**src/dsa_pkg.sv**
```systemverilog
// constants, register map and carrier types for the converter control block
package dsa_pkg;
   // ------------------------------------------------------------------
   // register byte offsets
   // ------------------------------------------------------------------
   localparam logic [5:0] OFF_POWER = 6'h00;
   localparam logic [5:0] OFF_GAIN_REF = 6'h04;
   localparam logic [5:0] OFF_IN_CONNECT = 6'h08;
   localparam logic [5:0] OFF_IN_SELECT = 6'h0c;
   localparam logic [5:0] OFF_RES_LOW = 6'h10;
   localparam logic [5:0] OFF_RES_MID = 6'h14;
   localparam logic [5:0] OFF_RES_HIGH = 6'h18;
   localparam logic [5:0] OFF_FILTER_RATE = 6'h1c;
   localparam logic [5:0] OFF_RUN = 6'h20;
   localparam logic [5:0] OFF_CLK_DIV = 6'h24;
   localparam logic [5:0] OFF_CM_BUF = 6'h28;
   localparam logic [5:0] OFF_LNA = 6'h2c;
   // ------------------------------------------------------------------
   // implemented-bit masks and reset values
   // ------------------------------------------------------------------
   localparam logic [7:0] MASK_POWER = 8'hdf;
   localparam logic [7:0] MASK_IN_CONNECT = 8'he0;
   localparam logic [7:0] MASK_RUN = 8'h3c;
   localparam logic [7:0] MASK_CLK_DIV = 8'h9f;
   localparam logic [7:0] MASK_CM_BUF = 8'h8f;
   localparam logic [7:0] MASK_LNA = 8'h87;
   localparam logic [7:0] RST_POWER = 8'h00;
   localparam logic [7:0] RST_GAIN_REF = 8'h00;
   localparam logic [7:0] RST_CM_BUF = 8'h0a;
   localparam logic [7:0] RST_OTHER = 8'h00;
   // ------------------------------------------------------------------
   // field positions
   // ------------------------------------------------------------------
   localparam int BIT_REG_EN = 7;
   localparam int BIT_BANDGAP = 6;
   localparam int BIT_DIVIDER = 4;
   localparam int BIT_TEMP = 3;
   localparam int BIT_REG_BYPASS = 2;
   localparam int BIT_CM_EN = 7;
   localparam int BIT_CONV_GAIN = 5;
   localparam int BIT_PRE_EN = 4;
   localparam int BIT_PRE_BYPASS = 3;
   localparam int BIT_ORDER = 7;
   localparam int BIT_HOLD = 5;
   localparam int BIT_DONE = 4;
   localparam int BIT_SOFT_RST = 3;
   localparam int BIT_CONV_EN = 2;
   localparam int BIT_SRC_SEL = 7;
   // ------------------------------------------------------------------
   // rate arithmetic and bus response codes
   // ------------------------------------------------------------------
   localparam logic [1:0] DIVSEL_N30 = 2'h0;
   localparam logic [1:0] DIVSEL_N12 = 2'h2;
   localparam logic [4:0] N_LONG = 5'h1e;
   localparam logic [4:0] N_SHORT = 5'h0c;
   localparam logic [3:0] OSR_CODE_MAX = 4'h8;
   localparam logic [4:0] OSR_LOG2_TOP = 5'h0f;
   localparam logic [4:0] RESULT_BITS = 5'h18;
   localparam logic [1:0] RESP_OKAY = 2'h0;
   localparam logic [1:0] RESP_SLVERR = 2'h2;

   typedef struct packed {
      logic [1:0] regulator_level_sel;
      logic regulator_enable;
      logic bandgap_enable;
      logic divider_enable;
      logic temp_sensor_enable;
      logic regulator_bypass;
      logic common_mode_amp_enable;
      logic [3:0] common_mode_amp_switch;
      logic [1:0] ref_pair_sel;
      logic [1:0] converter_gain;
      logic preamp_enable;
      logic preamp_bypass;
      logic [7:0] preamp_gain;
      logic [3:0] pos_input_sel;
      logic [3:0] neg_input_sel;
      logic [2:0] input_connect;
      logic [3:0] low_noise_amp;
   } dsa_analog_type;
endpackage : dsa_pkg

```
**src/dsa_frontend_ctrl.sv**
```systemverilog
// register file, clock dividers and decimator of the delta-sigma converter
module dsa_frontend_ctrl (
   input wire logic aclk,
   input wire logic aresetn,
   input wire logic [5:0] s_axi_awaddr,
   input wire logic s_axi_awvalid,
   output logic s_axi_awready,
   input wire logic [31:0] s_axi_wdata,
   input wire logic [3:0] s_axi_wstrb,
   input wire logic s_axi_wvalid,
   output logic s_axi_wready,
   output logic [1:0] s_axi_bresp,
   output logic s_axi_bvalid,
   input wire logic s_axi_bready,
   input wire logic [5:0] s_axi_araddr,
   input wire logic s_axi_arvalid,
   output logic s_axi_arready,
   output logic [31:0] s_axi_rdata,
   output logic [1:0] s_axi_rresp,
   output logic s_axi_rvalid,
   input wire logic s_axi_rready,
   input wire logic mod_bit,
   output logic conv_clk_pulse,
   output logic conversion_done,
   output dsa_pkg::dsa_analog_type analog
);
   // ------------------------------------------------------------------
   // registers
   // ------------------------------------------------------------------
   logic [7:0] power_control;
   logic [7:0] gain_ref_control;
   logic [7:0] input_connect_control;
   logic [7:0] input_channel_select;
   logic [7:0] filter_rate_control;
   logic [7:0] run_bits;
   logic [7:0] converter_clock_divider;
   logic [7:0] common_mode_buffer_control;
   logic [7:0] low_noise_amp_control;
   logic [23:0] result;
   logic [5:0] wr_addr;
   logic [7:0] wr_data;
   logic wr_lane;
   logic wr_fire;
   logic done_set;
   logic [23:0] done_value;

   // ------------------------------------------------------------------
   // axi4-lite write channel
   // ------------------------------------------------------------------
   // both halves may arrive in either order; the write lands once both held
   assign wr_fire = !s_axi_awready && !s_axi_wready && !s_axi_bvalid;

   function automatic logic mapped(input logic [5:0] a);
      mapped = (a[1:0] == 2'h0) && (a <= dsa_pkg::OFF_LNA);
   endfunction : mapped

   always_ff @(posedge aclk) begin
      if (!aresetn) begin
         s_axi_awready <= 1'b1;
         s_axi_wready <= 1'b1;
         s_axi_bvalid <= 1'b0;
         s_axi_bresp <= dsa_pkg::RESP_OKAY;
         wr_addr <= 6'h00;
         wr_data <= 8'h00;
         wr_lane <= 1'b0;
      end else begin
         if (s_axi_awvalid && s_axi_awready) begin
            wr_addr <= s_axi_awaddr;
            s_axi_awready <= 1'b0;
         end
         if (s_axi_wvalid && s_axi_wready) begin
            wr_data <= s_axi_wdata[7:0];
            wr_lane <= s_axi_wstrb[0];
            s_axi_wready <= 1'b0;
         end
         if (wr_fire) begin
            s_axi_bvalid <= 1'b1;
            s_axi_bresp <= mapped(wr_addr) ? dsa_pkg::RESP_OKAY : dsa_pkg::RESP_SLVERR;
         end
         if (s_axi_bvalid && s_axi_bready) begin
            s_axi_bvalid <= 1'b0;
            s_axi_awready <= 1'b1;
            s_axi_wready <= 1'b1;
         end
      end
   end

   // ------------------------------------------------------------------
   // control register storage
   // ------------------------------------------------------------------
   logic wr_en;
   assign wr_en = wr_fire && wr_lane;

   always_ff @(posedge aclk) begin
      if (!aresetn) begin
         power_control <= dsa_pkg::RST_POWER;
         gain_ref_control <= dsa_pkg::RST_GAIN_REF;
         input_connect_control <= dsa_pkg::RST_OTHER;
         input_channel_select <= dsa_pkg::RST_OTHER;
         filter_rate_control <= dsa_pkg::RST_OTHER;
         converter_clock_divider <= dsa_pkg::RST_OTHER;
         common_mode_buffer_control <= dsa_pkg::RST_CM_BUF;
         low_noise_amp_control <= dsa_pkg::RST_OTHER;
      end else if (wr_en) begin
         unique case (wr_addr)
            dsa_pkg::OFF_POWER: power_control <= wr_data & dsa_pkg::MASK_POWER;
            dsa_pkg::OFF_GAIN_REF: gain_ref_control <= wr_data;
            dsa_pkg::OFF_IN_CONNECT:
               input_connect_control <= wr_data & dsa_pkg::MASK_IN_CONNECT;
            dsa_pkg::OFF_IN_SELECT: input_channel_select <= wr_data;
            dsa_pkg::OFF_FILTER_RATE: filter_rate_control <= wr_data;
            dsa_pkg::OFF_CLK_DIV:
               converter_clock_divider <= wr_data & dsa_pkg::MASK_CLK_DIV;
            dsa_pkg::OFF_CM_BUF:
               common_mode_buffer_control <= wr_data & dsa_pkg::MASK_CM_BUF;
            dsa_pkg::OFF_LNA: low_noise_amp_control <= wr_data & dsa_pkg::MASK_LNA;
            default: ;
         endcase
      end
   end

   // run bits: hold, soft reset and enable stored; done handled below
   always_ff @(posedge aclk) begin
      if (!aresetn) begin
         run_bits <= dsa_pkg::RST_OTHER;
      end else if (wr_en && wr_addr == dsa_pkg::OFF_RUN) begin
         run_bits <= wr_data & dsa_pkg::MASK_RUN;
      end
   end

   // software clears by writing zero; a completion in the same cycle wins
   always_ff @(posedge aclk) begin
      if (!aresetn) begin
         conversion_done <= 1'b0;
      end else if (done_set) begin
         conversion_done <= 1'b1;
      end else if (wr_en && wr_addr == dsa_pkg::OFF_RUN && !wr_data[dsa_pkg::BIT_DONE]) begin
         conversion_done <= 1'b0;
      end
   end

   // all three bytes change in one edge so a read never sees a mix
   always_ff @(posedge aclk) begin
      if (!aresetn) begin
         result <= 24'h00_0000;
      end else if (done_set) begin
         result <= done_value;
      end
   end

   // ------------------------------------------------------------------
   // axi4-lite read channel
   // ------------------------------------------------------------------
   logic [7:0] rd_byte;

   always_comb begin
      rd_byte = 8'h00;
      unique case (s_axi_araddr)
         dsa_pkg::OFF_POWER: rd_byte = power_control;
         dsa_pkg::OFF_GAIN_REF: rd_byte = gain_ref_control;
         dsa_pkg::OFF_IN_CONNECT: rd_byte = input_connect_control;
         dsa_pkg::OFF_IN_SELECT: rd_byte = input_channel_select;
         dsa_pkg::OFF_RES_LOW: rd_byte = result[7:0];
         dsa_pkg::OFF_RES_MID: rd_byte = result[15:8];
         dsa_pkg::OFF_RES_HIGH: rd_byte = result[23:16];
         dsa_pkg::OFF_FILTER_RATE: rd_byte = filter_rate_control;
         dsa_pkg::OFF_RUN: begin
            rd_byte = run_bits;
            rd_byte[dsa_pkg::BIT_DONE] = conversion_done;
         end
         dsa_pkg::OFF_CLK_DIV: rd_byte = converter_clock_divider;
         dsa_pkg::OFF_CM_BUF: rd_byte = common_mode_buffer_control;
         dsa_pkg::OFF_LNA: rd_byte = low_noise_amp_control;
         default: rd_byte = 8'h00;
      endcase
   end

   always_ff @(posedge aclk) begin
      if (!aresetn) begin
         s_axi_arready <= 1'b1;
         s_axi_rvalid <= 1'b0;
         s_axi_rdata <= 32'h0000_0000;
         s_axi_rresp <= dsa_pkg::RESP_OKAY;
      end else if (s_axi_arvalid && s_axi_arready) begin
         s_axi_arready <= 1'b0;
         s_axi_rvalid <= 1'b1;
         s_axi_rdata <= {24'h00_0000, rd_byte};
         s_axi_rresp <= mapped(s_axi_araddr) ? dsa_pkg::RESP_OKAY : dsa_pkg::RESP_SLVERR;
      end else if (s_axi_rvalid && s_axi_rready) begin
         s_axi_rvalid <= 1'b0;
         s_axi_arready <= 1'b1;
      end
   end

   // ------------------------------------------------------------------
   // converter clock dividers
   // ------------------------------------------------------------------
   logic conv_on;
   logic [5:0] src_cnt;
   logic [5:0] src_last;
   logic src_pulse;
   logic [4:0] n_cnt;
   logic [4:0] n_last;

   assign conv_on = run_bits[dsa_pkg::BIT_CONV_EN] && !run_bits[dsa_pkg::BIT_SOFT_RST];
   // 2*(div+1) system clocks per source pulse with BIT_SRC_SEL set, one clock otherwise
   assign src_last = {converter_clock_divider[4:0], 1'b1};
   assign src_pulse = !converter_clock_divider[dsa_pkg::BIT_SRC_SEL] || src_cnt == src_last;
   // reserved divide codes fall back to the longer divide
   assign n_last = (filter_rate_control[5:4] == dsa_pkg::DIVSEL_N12) ?
                   dsa_pkg::N_SHORT - 5'h01 : dsa_pkg::N_LONG - 5'h01;

   always_ff @(posedge aclk) begin
      if (!aresetn || !conv_on) begin
         src_cnt <= 6'h00;
      end else begin
         src_cnt <= src_pulse ? 6'h00 : src_cnt + 6'h01;
      end
   end

   always_ff @(posedge aclk) begin
      if (!aresetn || !conv_on) begin
         n_cnt <= 5'h00;
         conv_clk_pulse <= 1'b0;
      end else begin
         conv_clk_pulse <= src_pulse && n_cnt == n_last;
         if (src_pulse) begin
            n_cnt <= (n_cnt == n_last) ? 5'h00 : n_cnt + 5'h01;
         end
      end
   end

   // ------------------------------------------------------------------
   // decimation filter
   // ------------------------------------------------------------------
   // a counting filter: sharper sinc responses are left to the analog
   // team's characterisation, only the word rate follows the order bit
   logic [3:0] osr_code;
   logic [4:0] log2_len;
   logic [16:0] len_last;
   logic [16:0] smp_cnt;
   logic [16:0] ones_cnt;
   logic [16:0] next_ones;
   logic [31:0] scaled;

   // reserved codes clamp to the shortest ratio
   assign osr_code = (filter_rate_control[3:0] > dsa_pkg::OSR_CODE_MAX) ?
                     dsa_pkg::OSR_CODE_MAX : filter_rate_control[3:0];
   assign log2_len = dsa_pkg::OSR_LOG2_TOP - {1'b0, osr_code}
                     + {4'h0, filter_rate_control[dsa_pkg::BIT_ORDER]};
   assign len_last = 17'((32'h1 << log2_len) - 32'h1);
   assign next_ones = ones_cnt + {16'h0000, mod_bit};
   assign scaled = 32'(next_ones) << (dsa_pkg::RESULT_BITS - log2_len);
   assign done_value = scaled[24] ? 24'hff_ffff : scaled[23:0];
   // a held result stays frozen and the flag untouched, counting goes on
   assign done_set = conv_clk_pulse && smp_cnt == len_last
                     && !run_bits[dsa_pkg::BIT_HOLD];

   always_ff @(posedge aclk) begin
      if (!aresetn || !conv_on) begin
         smp_cnt <= 17'h0_0000;
         ones_cnt <= 17'h0_0000;
      end else if (conv_clk_pulse) begin
         if (smp_cnt == len_last) begin
            smp_cnt <= 17'h0_0000;
            ones_cnt <= 17'h0_0000;
         end else begin
            smp_cnt <= smp_cnt + 17'h0_0001;
            ones_cnt <= next_ones;
         end
      end
   end

   // ------------------------------------------------------------------
   // analog front-end controls
   // ------------------------------------------------------------------
   logic pre_on;
   assign pre_on = gain_ref_control[dsa_pkg::BIT_PRE_EN];

   always_ff @(posedge aclk) begin
      if (!aresetn) begin
         analog <= '0;
         analog.common_mode_amp_switch <= dsa_pkg::RST_CM_BUF[3:0];
         analog.converter_gain <= 2'h1;
      end else begin
         analog.regulator_level_sel <= power_control[1:0];
         analog.regulator_enable <= power_control[dsa_pkg::BIT_REG_EN];
         analog.bandgap_enable <= power_control[dsa_pkg::BIT_BANDGAP];
         analog.divider_enable <= power_control[dsa_pkg::BIT_DIVIDER];
         analog.temp_sensor_enable <= power_control[dsa_pkg::BIT_TEMP];
         analog.regulator_bypass <= power_control[dsa_pkg::BIT_REG_BYPASS];
         analog.common_mode_amp_enable <= common_mode_buffer_control[dsa_pkg::BIT_CM_EN];
         analog.common_mode_amp_switch <= common_mode_buffer_control[3:0];
         analog.ref_pair_sel <= gain_ref_control[7:6];
         analog.converter_gain <= gain_ref_control[dsa_pkg::BIT_CONV_GAIN] ?
                                  2'h2 : 2'h1;
         analog.preamp_enable <= pre_on;
         analog.preamp_bypass <= pre_on && gain_ref_control[dsa_pkg::BIT_PRE_BYPASS];
         analog.preamp_gain <= pre_on ? 8'h01 << gain_ref_control[2:0] : 8'h00;
         analog.pos_input_sel <= input_channel_select[3:0];
         analog.neg_input_sel <= input_channel_select[7:4];
         analog.input_connect <= input_connect_control[7:5];
         analog.low_noise_amp <= {low_noise_amp_control[7], low_noise_amp_control[2:0]};
      end
   end
endmodule : dsa_frontend_ctrl

```
**config.mk**
```make
export PLATFORM = sky130hd
export DESIGN_NAME = dsa_frontend_ctrl
export DESIGN_NICKNAME = d
export VERILOG_FILES = /design/src/dsa_pkg.sv /design/src/dsa_frontend_ctrl.sv
export SDC_FILE = /design/constraint.sdc
export NUM_CORES = 1
export LEC_CHECK = 0
export BUFFER_PORTS_ARGS = -buffer_cell sky130_fd_sc_hd__buf_2
export CORE_MARGIN = 10
export CORE_UTILIZATION = 40
export CTS_CLUSTER_DIAMETER = 120
export DETAILED_ROUTE_END_ITERATION = 16
export HOLD_SLACK_MARGIN = 0.12
export SLEW_MARGIN = 40
export SYNTH_ARGS = -nofsm -noshare
export SYNTH_HDL_FRONTEND = slang
export SYNTH_SLANG_ARGS = --single-unit
export TNS_END_PERCENT = 5
```
**constraint.sdc**
```tcl
create_clock -name aclk -period 5.7 [get_ports aclk]
set_input_delay 0.57 -clock aclk [delete_from_list [all_inputs] [get_ports aclk]]
set_output_delay 0.57 -clock aclk [all_outputs]
set_load 0.01 [all_outputs]
```
# Word level (Yosys, flattened, before mapping)
# Cells that the tools add are included.
# W data, S select, Z words.
# word_totals
ff_bits	197
inputBits	56
out_inout_bits	84
elab_cells	143
# classes
add_sub_neg	8
n_lt_le_gt_ge	3
n_eq_ne	23
n_shift	3
muxes	16
bitwise	1
n_reduce_logical	45
# ops
cell	count
$pmux W8 S12	1
$eq A6 B6 Y1 const B	8
$mux W17	2
$eq A6 B5 Y1 const B	5
$shl A17 B5 Y25	1
$eq A6 B4 Y1 const B	4
$mux W24	1
$reduce_and A2 Y1	9
$add A17 B1 Y17	1
$add A17 B1 Y17 const B	1
$eq A17 B17 Y1	1
$logic_and A1 B1 Y1	17
$shl A1 B5 Y17 const A	1
$sub A17 B1 Y17 const B	1
$eq A6 B3 Y1 const B	2
$le A6 B6 Y1 const B	2
$logic_not A6 Y1	2
$mux W5	2
$logic_not A1 Y1	9
$shl A1 B3 Y8 const A	1
$add A6 B1 Y6 const B	1
$eq A6 B6 Y1	1
$mux W1	6
$mux W2	3
other kinds (13)	17

# Logic depth before layout (Yosys ltp)
# logic_depth
word_depth	10
mapped_depth	23

# Worst setup path after synthesis
# Ideal clock, no wire load.
# synth_path
kind	register to register
from	register filter_rate_control[3]
to	register result[16]
setup_time_ps	122
arrival_time_ps	4037
path_slack_ps	1541
stages_incl_launch_ff	22
synth_period_minus_slack_ps	4159
path_cell_list	dfxtp_1 buf_2 inv_1 nand2_1 ha_1 ha_1 buf_2 or2_2 clkbuf_1 inv_1 buf_4 ha_1 clkbuf_1 nor3b_1 a22oi_1 mux2i_1 and4_1 nand4b_1 nor4_4 o211a_4 buf_6 a21oi_2
# synth_via
elab_chain_cells	9
word_cells_on_any_way	12
classes_between	add/sub: 4; order compare: 1; eq/ne: 1; shift: 2; mux: 2; reduce/logical: 2
# synth_lines
element	line	text
start, declared	dsa_frontend_ctrl.sv:34	logic [7:0] filter_rate_control;
start signal, assigned	dsa_frontend_ctrl.sv:100	filter_rate_control <= dsa_pkg::RST_OTHER;
start signal, assigned	dsa_frontend_ctrl.sv:111	dsa_pkg::OFF_FILTER_RATE: filter_rate_control <= wr_data;
$gt A4 B4 Y1	dsa_frontend_ctrl.sv:247	assign osr_code = (filter_rate_control[3:0] > dsa_pkg::OSR_CODE_MAX) ?
$mux W4 *	dsa_frontend_ctrl.sv:247	
$sub A4 B4 Y5 *	dsa_frontend_ctrl.sv:249	assign log2_len = dsa_pkg::OSR_LOG2_TOP - {1'b0, osr_code}
$add A5 B1 Y5 *	dsa_frontend_ctrl.sv:250	+ {4'h0, filter_rate_control[dsa_pkg::BIT_ORDER]};
$shl A1 B5 Y17	dsa_frontend_ctrl.sv:251	assign len_last = 17'((32'h1 << log2_len) - 32'h1);
$sub A17 B1 Y17	dsa_frontend_ctrl.sv:251	
$eq A17 B17 Y1	dsa_frontend_ctrl.sv:256	assign done_set = conv_clk_pulse && smp_cnt == len_last
$logic_and A1 B1 Y1	dsa_frontend_ctrl.sv:256	
$logic_and A1 B1 Y1	dsa_frontend_ctrl.sv:257	&& !run_bits[dsa_pkg::BIT_HOLD];
end signal, assigned	dsa_frontend_ctrl.sv:147	result <= done_value;
end, declared	dsa_frontend_ctrl.sv:39	logic [23:0] result;
# Every way passes the cells marked *; elsewhere a longest branch is shown, timed or not.
# A chain may end at the register's enable or synchronous reset.

# Final worst setup path
# layout_path
from	register filter_rate_control[7]
to	register smp_cnt[12]
# layout_via
elab_chain_cells	5
# layout_lines
element	line	text
$add A5 B1 Y5	dsa_frontend_ctrl.sv:250	
$shl A1 B5 Y17	dsa_frontend_ctrl.sv:251	
$sub A17 B1 Y17	dsa_frontend_ctrl.sv:251	
$eq A17 B17 Y1	dsa_frontend_ctrl.sv:264	if (smp_cnt == len_last) begin
$mux W17	dsa_frontend_ctrl.sv:264	
end signal, assigned	dsa_frontend_ctrl.sv:268	smp_cnt <= smp_cnt + 17'h0_0001;
end, declared	dsa_frontend_ctrl.sv:241	logic [16:0] smp_cnt;
# Every way passes these cells.

==> metrics.md <==
| Metric | Value |
|---|---|
| Run status | `finished, final reports clean` |
| Seq pwr share | `0.510` |
| First-pass GRT wire length | `47.4 mm` |
| Sw frac | `0.264` |
| Clock-pin slew on the worst setup and hold paths | `around 0.090 ns` |
| Avg WL per Cell | `around 18 µm` |
| Flop-to-flop setup slack | `0.66 ns` |
| Hpwl dp | `~21 mm` |
| Skew final | `0.0178 ns` |
| Maxcap violations | `0` |
| Drt drc | `0` |
| Vias | `9,212` |
| RSZ-0062 raised after global routing | `false` |
| PD cells | `227 mW/mm²` |
| Fin crit share | `0.884` |
| Post-synth ARST share | `0` |
| Post-CTS sizing | `0` |
| Clock power frac | `0.456` |
| Most common flop cell mapped by yosys | `dfxtp_1` |
| Hold Vio Cnt, Final | `0` |
| Non-Filler Instances | `around 1,700` |
| Post-synthesis area per instance | `about 8.4 µm²` |
| Largest net degree at the start of global routing | `88` |
| Total gr overflow | `0` |
| Vias in the first global route | `roughly 8,700` |
| Io pins | `140` |
| Gp weighted congestion | `0.886` |
| Crit path cell chain | `ha_1 -> ha_1 -> inv_2 -> xnor2_2 -> inv_2 -> ha_1 -> nor3b_1 -> a22o_1 -> nor2_1 -> nor4_1 -> nand4b_1 -> or3_1 -> o21ai_2 -> buf_4 -> nor2_1` |
| Initial antenna violation count | `0` |
| Detailed Route Iter0 Violations | `715` |
| Setup bufs post-CTS | `0` |
| Number of port buffers | `86` |
| Inserted Diodes | `0` |
| Sw Pwr | `0.715 mW` |
| Hold-fix buffers at CTS | `0` |
| Placed Cells | `1,632` |
| Clock H-tree levels | `4` |
| Crit. End Element | `register` |
| Area leader, netlist | `dfxtp_1` |
| Skew-Pair Late Insertion Delay | `0.45 ns` |
| Yosys Warn Count | `0` |
| Max Slew Vio Count | `0` |
| Sequential area share after synthesis | `0.357` |
| Crit-path leading delay family | `simple AND/OR/NAND/NOR gates` |
| Synth unique cells | `87` |
| Gate power share | `0.034` |
| HP Start | `s_axi_wdata[7]` |
| Max clock buf depth | `2` |
| Mapped cell area | `0.0109 mm²` |
| Final Setup Violations | `0` |
| Starting Density | `0.405` |
| Vias per cell | `roughly 5.5` |
| Layout cells sized above 1 | `0.150` |
| Total CTS buffers | `17` |
| WP buf/inv | `3` |
| Synthesized flop and latch total | `194` |
| Die W | `185 µm` |
| Crit path to | `smp_cnt[12]$_SDFFE_PP0P_` |
| Die area | `0.0342 mm²` |
| RR Startpoint | `filter_rate_control[7]$_SDFFE_PN0P_` |
| First drt pass iteration count | `7` |
| Internal power | `about 2 mW` |
| Worst Tran Pin Value | `0.795 ns` |
| EDFF count, synth | `0` |
| Slowest CP cell | `or3_1` |
| Worst Path Max Fanout | `20` |
| Root Driver | `clkbuf_16` |
| Synthesized instance count | `about 1,300` |
| Crit. path cell count | `15` |
| CP Data Arrival Time | `5.38 ns` |
| Cell mode on critical path | `ha_1` |
| Worst R2R Path Depth | `15` |
| Leak Pwr | `4.51 nW` |
| Synth-to-layout area growth | `9.64%` |
| Setup crit start kind | `register` |
| Worst path max stage delay | `0.67 ns` |
| Worst hold path depth | `3` |
| Critical setup path kind | `reg -> reg` |
| Layout Nets | `~1,400` |
| GRT Total Usage | `0.170` |
| Share of the synthesized area in the top cell type | `0.357` |
| Core area | `around 0.027 mm²` |
| Post-DRT Antenna Nets | `0` |
| Num Clock Sinks | `194` |
| Maximum vdd drop | `204 µV` |
| Hold Path Class | `in -> reg` |
| Relative slew slack | `0.470` |
| Row cnt | `60` |
| Final wirelength | `just under 30 mm` |
| Top area cells in the synthesized netlist | `dfxtp_1, mux2i_1, o21ai_0` |
| Die Ht | `185 µm` |
| Worst Path Required | `6.04 ns` |
| CP startpoint | `filter_rate_control[7]$_SDFFE_PN0P_` |
| Reg-to-reg endpoint | `smp_cnt[12]$_SDFFE_PP0P_` |
| Top post-synthesis cells by count | `dfxtp_1, nand2_1, nor2_1, o21ai_0, mux2i_1` |
| Count leader, synth | `dfxtp_1` |
| CTS tree | `built` |
| Max Freq | `between 150 and 200 MHz` |
| Setup TNS Final | `0 ns` |
| Min cycle time layout | `roughly 5.0 ns` |
==> sequential cells by signal (all words and copies together) (netlist names), 17 cells and up <==
name      flops
analog       41
result       24
ones_cnt     17
smp_cnt      17
==> metal layers <==
| metal | vias to the layer above | GRT usage | wire [µm] |
|---|---|---|---|
| met2 | 227 | 0.269 | 13200 |
| met4 | 0 | 0.0722 | 979 |
| met5 | - | 0 | 0 |
| met3 | 51 | 0.0272 | 1410 |
| met1 | 4347 | 0.223 | 13600 |
| li1 | 4587 | - | - |
==> tightest hold or removal path: cells and delay by family <==
kind	cells	cell delay [ns]
compound gates	1	0.07
simple gates	1	0.05
buf+inv	1	0.10
==> power by group through the flow <==
stage / registers (mW) / clock network [mW] / logic, mW
2_1_floorplan: 1.40 / 0 / 0.0789
3_3_place_gp: 1.41 / 0 / 0.0898
3_5_place_dp: 1.42 / 0 / 0.0907
4_1_cts: 1.38 / 1.26 / 0.0912
5_1_grt: 1.39 / 1.31 / 0.101
6_report: 1.38 / 1.24 / 0.0920
==> worst min path at each step <==
stage                              end
2_1_floorplan    src_cnt[0]$_SDFF_PP0_
3_5_place_dp     src_cnt[0]$_SDFF_PP0_
5_1_grt           wr_lane$_SDFFE_PN0P_
3_3_place_gp     src_cnt[0]$_SDFF_PP0_
6_report       wr_data[7]$_SDFFE_PN0P_
4_1_cts           wr_lane$_SDFFE_PN0P_
==> cell usage in the layout, fill, tap and decap left out, drive strengths merged, types with 4 or more instances in the layout <==
master and n:
dfxtp 194, nand2 102, buf 98, a21oi 85, o21ai 83, nor2 80, mux2i 75, nor2b 62
nand3 58, and2 41, xnor2 33, xor2 30, inv 30, conb 26, nor3 24, a21boi 21
nand4 20, and3 18, clkbuf 18, nand2b 17, a22oi 17, nor4 17, a211oi 14, mux2 12
a31oi 10, ha 10, a21o 8, or3 8, or2 7, nor3b 6, o22ai 6, nand3b 6
o32ai 6, mux4 6, clkinv 6, o21a 5, o211ai 4, a221oi 4, o211a 4
==> metrics by stage <==
stage | area, µm² | setup slack (ns) | util | power, mW | hold slack (ns)
2_1_floorplan | 11000 | 1.54 | - | 1.48 | 0.426
3_3_place_gp | 11300 | 0.843 | 0.421 | 1.50 | 0.448
3_5_place_dp | 11300 | 0.783 | 0.421 | 1.51 | 0.457
4_1_cts | 11900 | 0.745 | 0.444 | 2.74 | 0.372
5_1_grt | 11900 | 0.202 | 0.444 | 2.80 | 0.374
6_report | 11900 | 0.659 | 0.444 | 2.71 | 0.378
==> final cells by class <==
class / instances / area, µm²
Timing Repair Buffer: 98 / 523
Clock inverter: 14 / 178
Multi-Input combinational cell: 977 / 6410
Fill cell: 2695 / 14900
Inverter: 22 / 82.6
Sequential cell: 194 / 3880
Tap cell: 341 / 427
Clock buffer: 18 / 429
==> cells by family after synthesis <==
family,count (synthesis),synth area share
adder cells (fa/ha/maj),10,0.0115
flip-flops,194,0.357
AND/OR/NAND/NOR,483,0.237
XOR/XNOR,64,0.0535
other,1,0.000345
AO/OA/AOI/OAI,301,0.183
buffers and inverters,143,0.0639
multiplexers,93,0.0938
No activity file was read; power rests on OpenSTA's default activity.
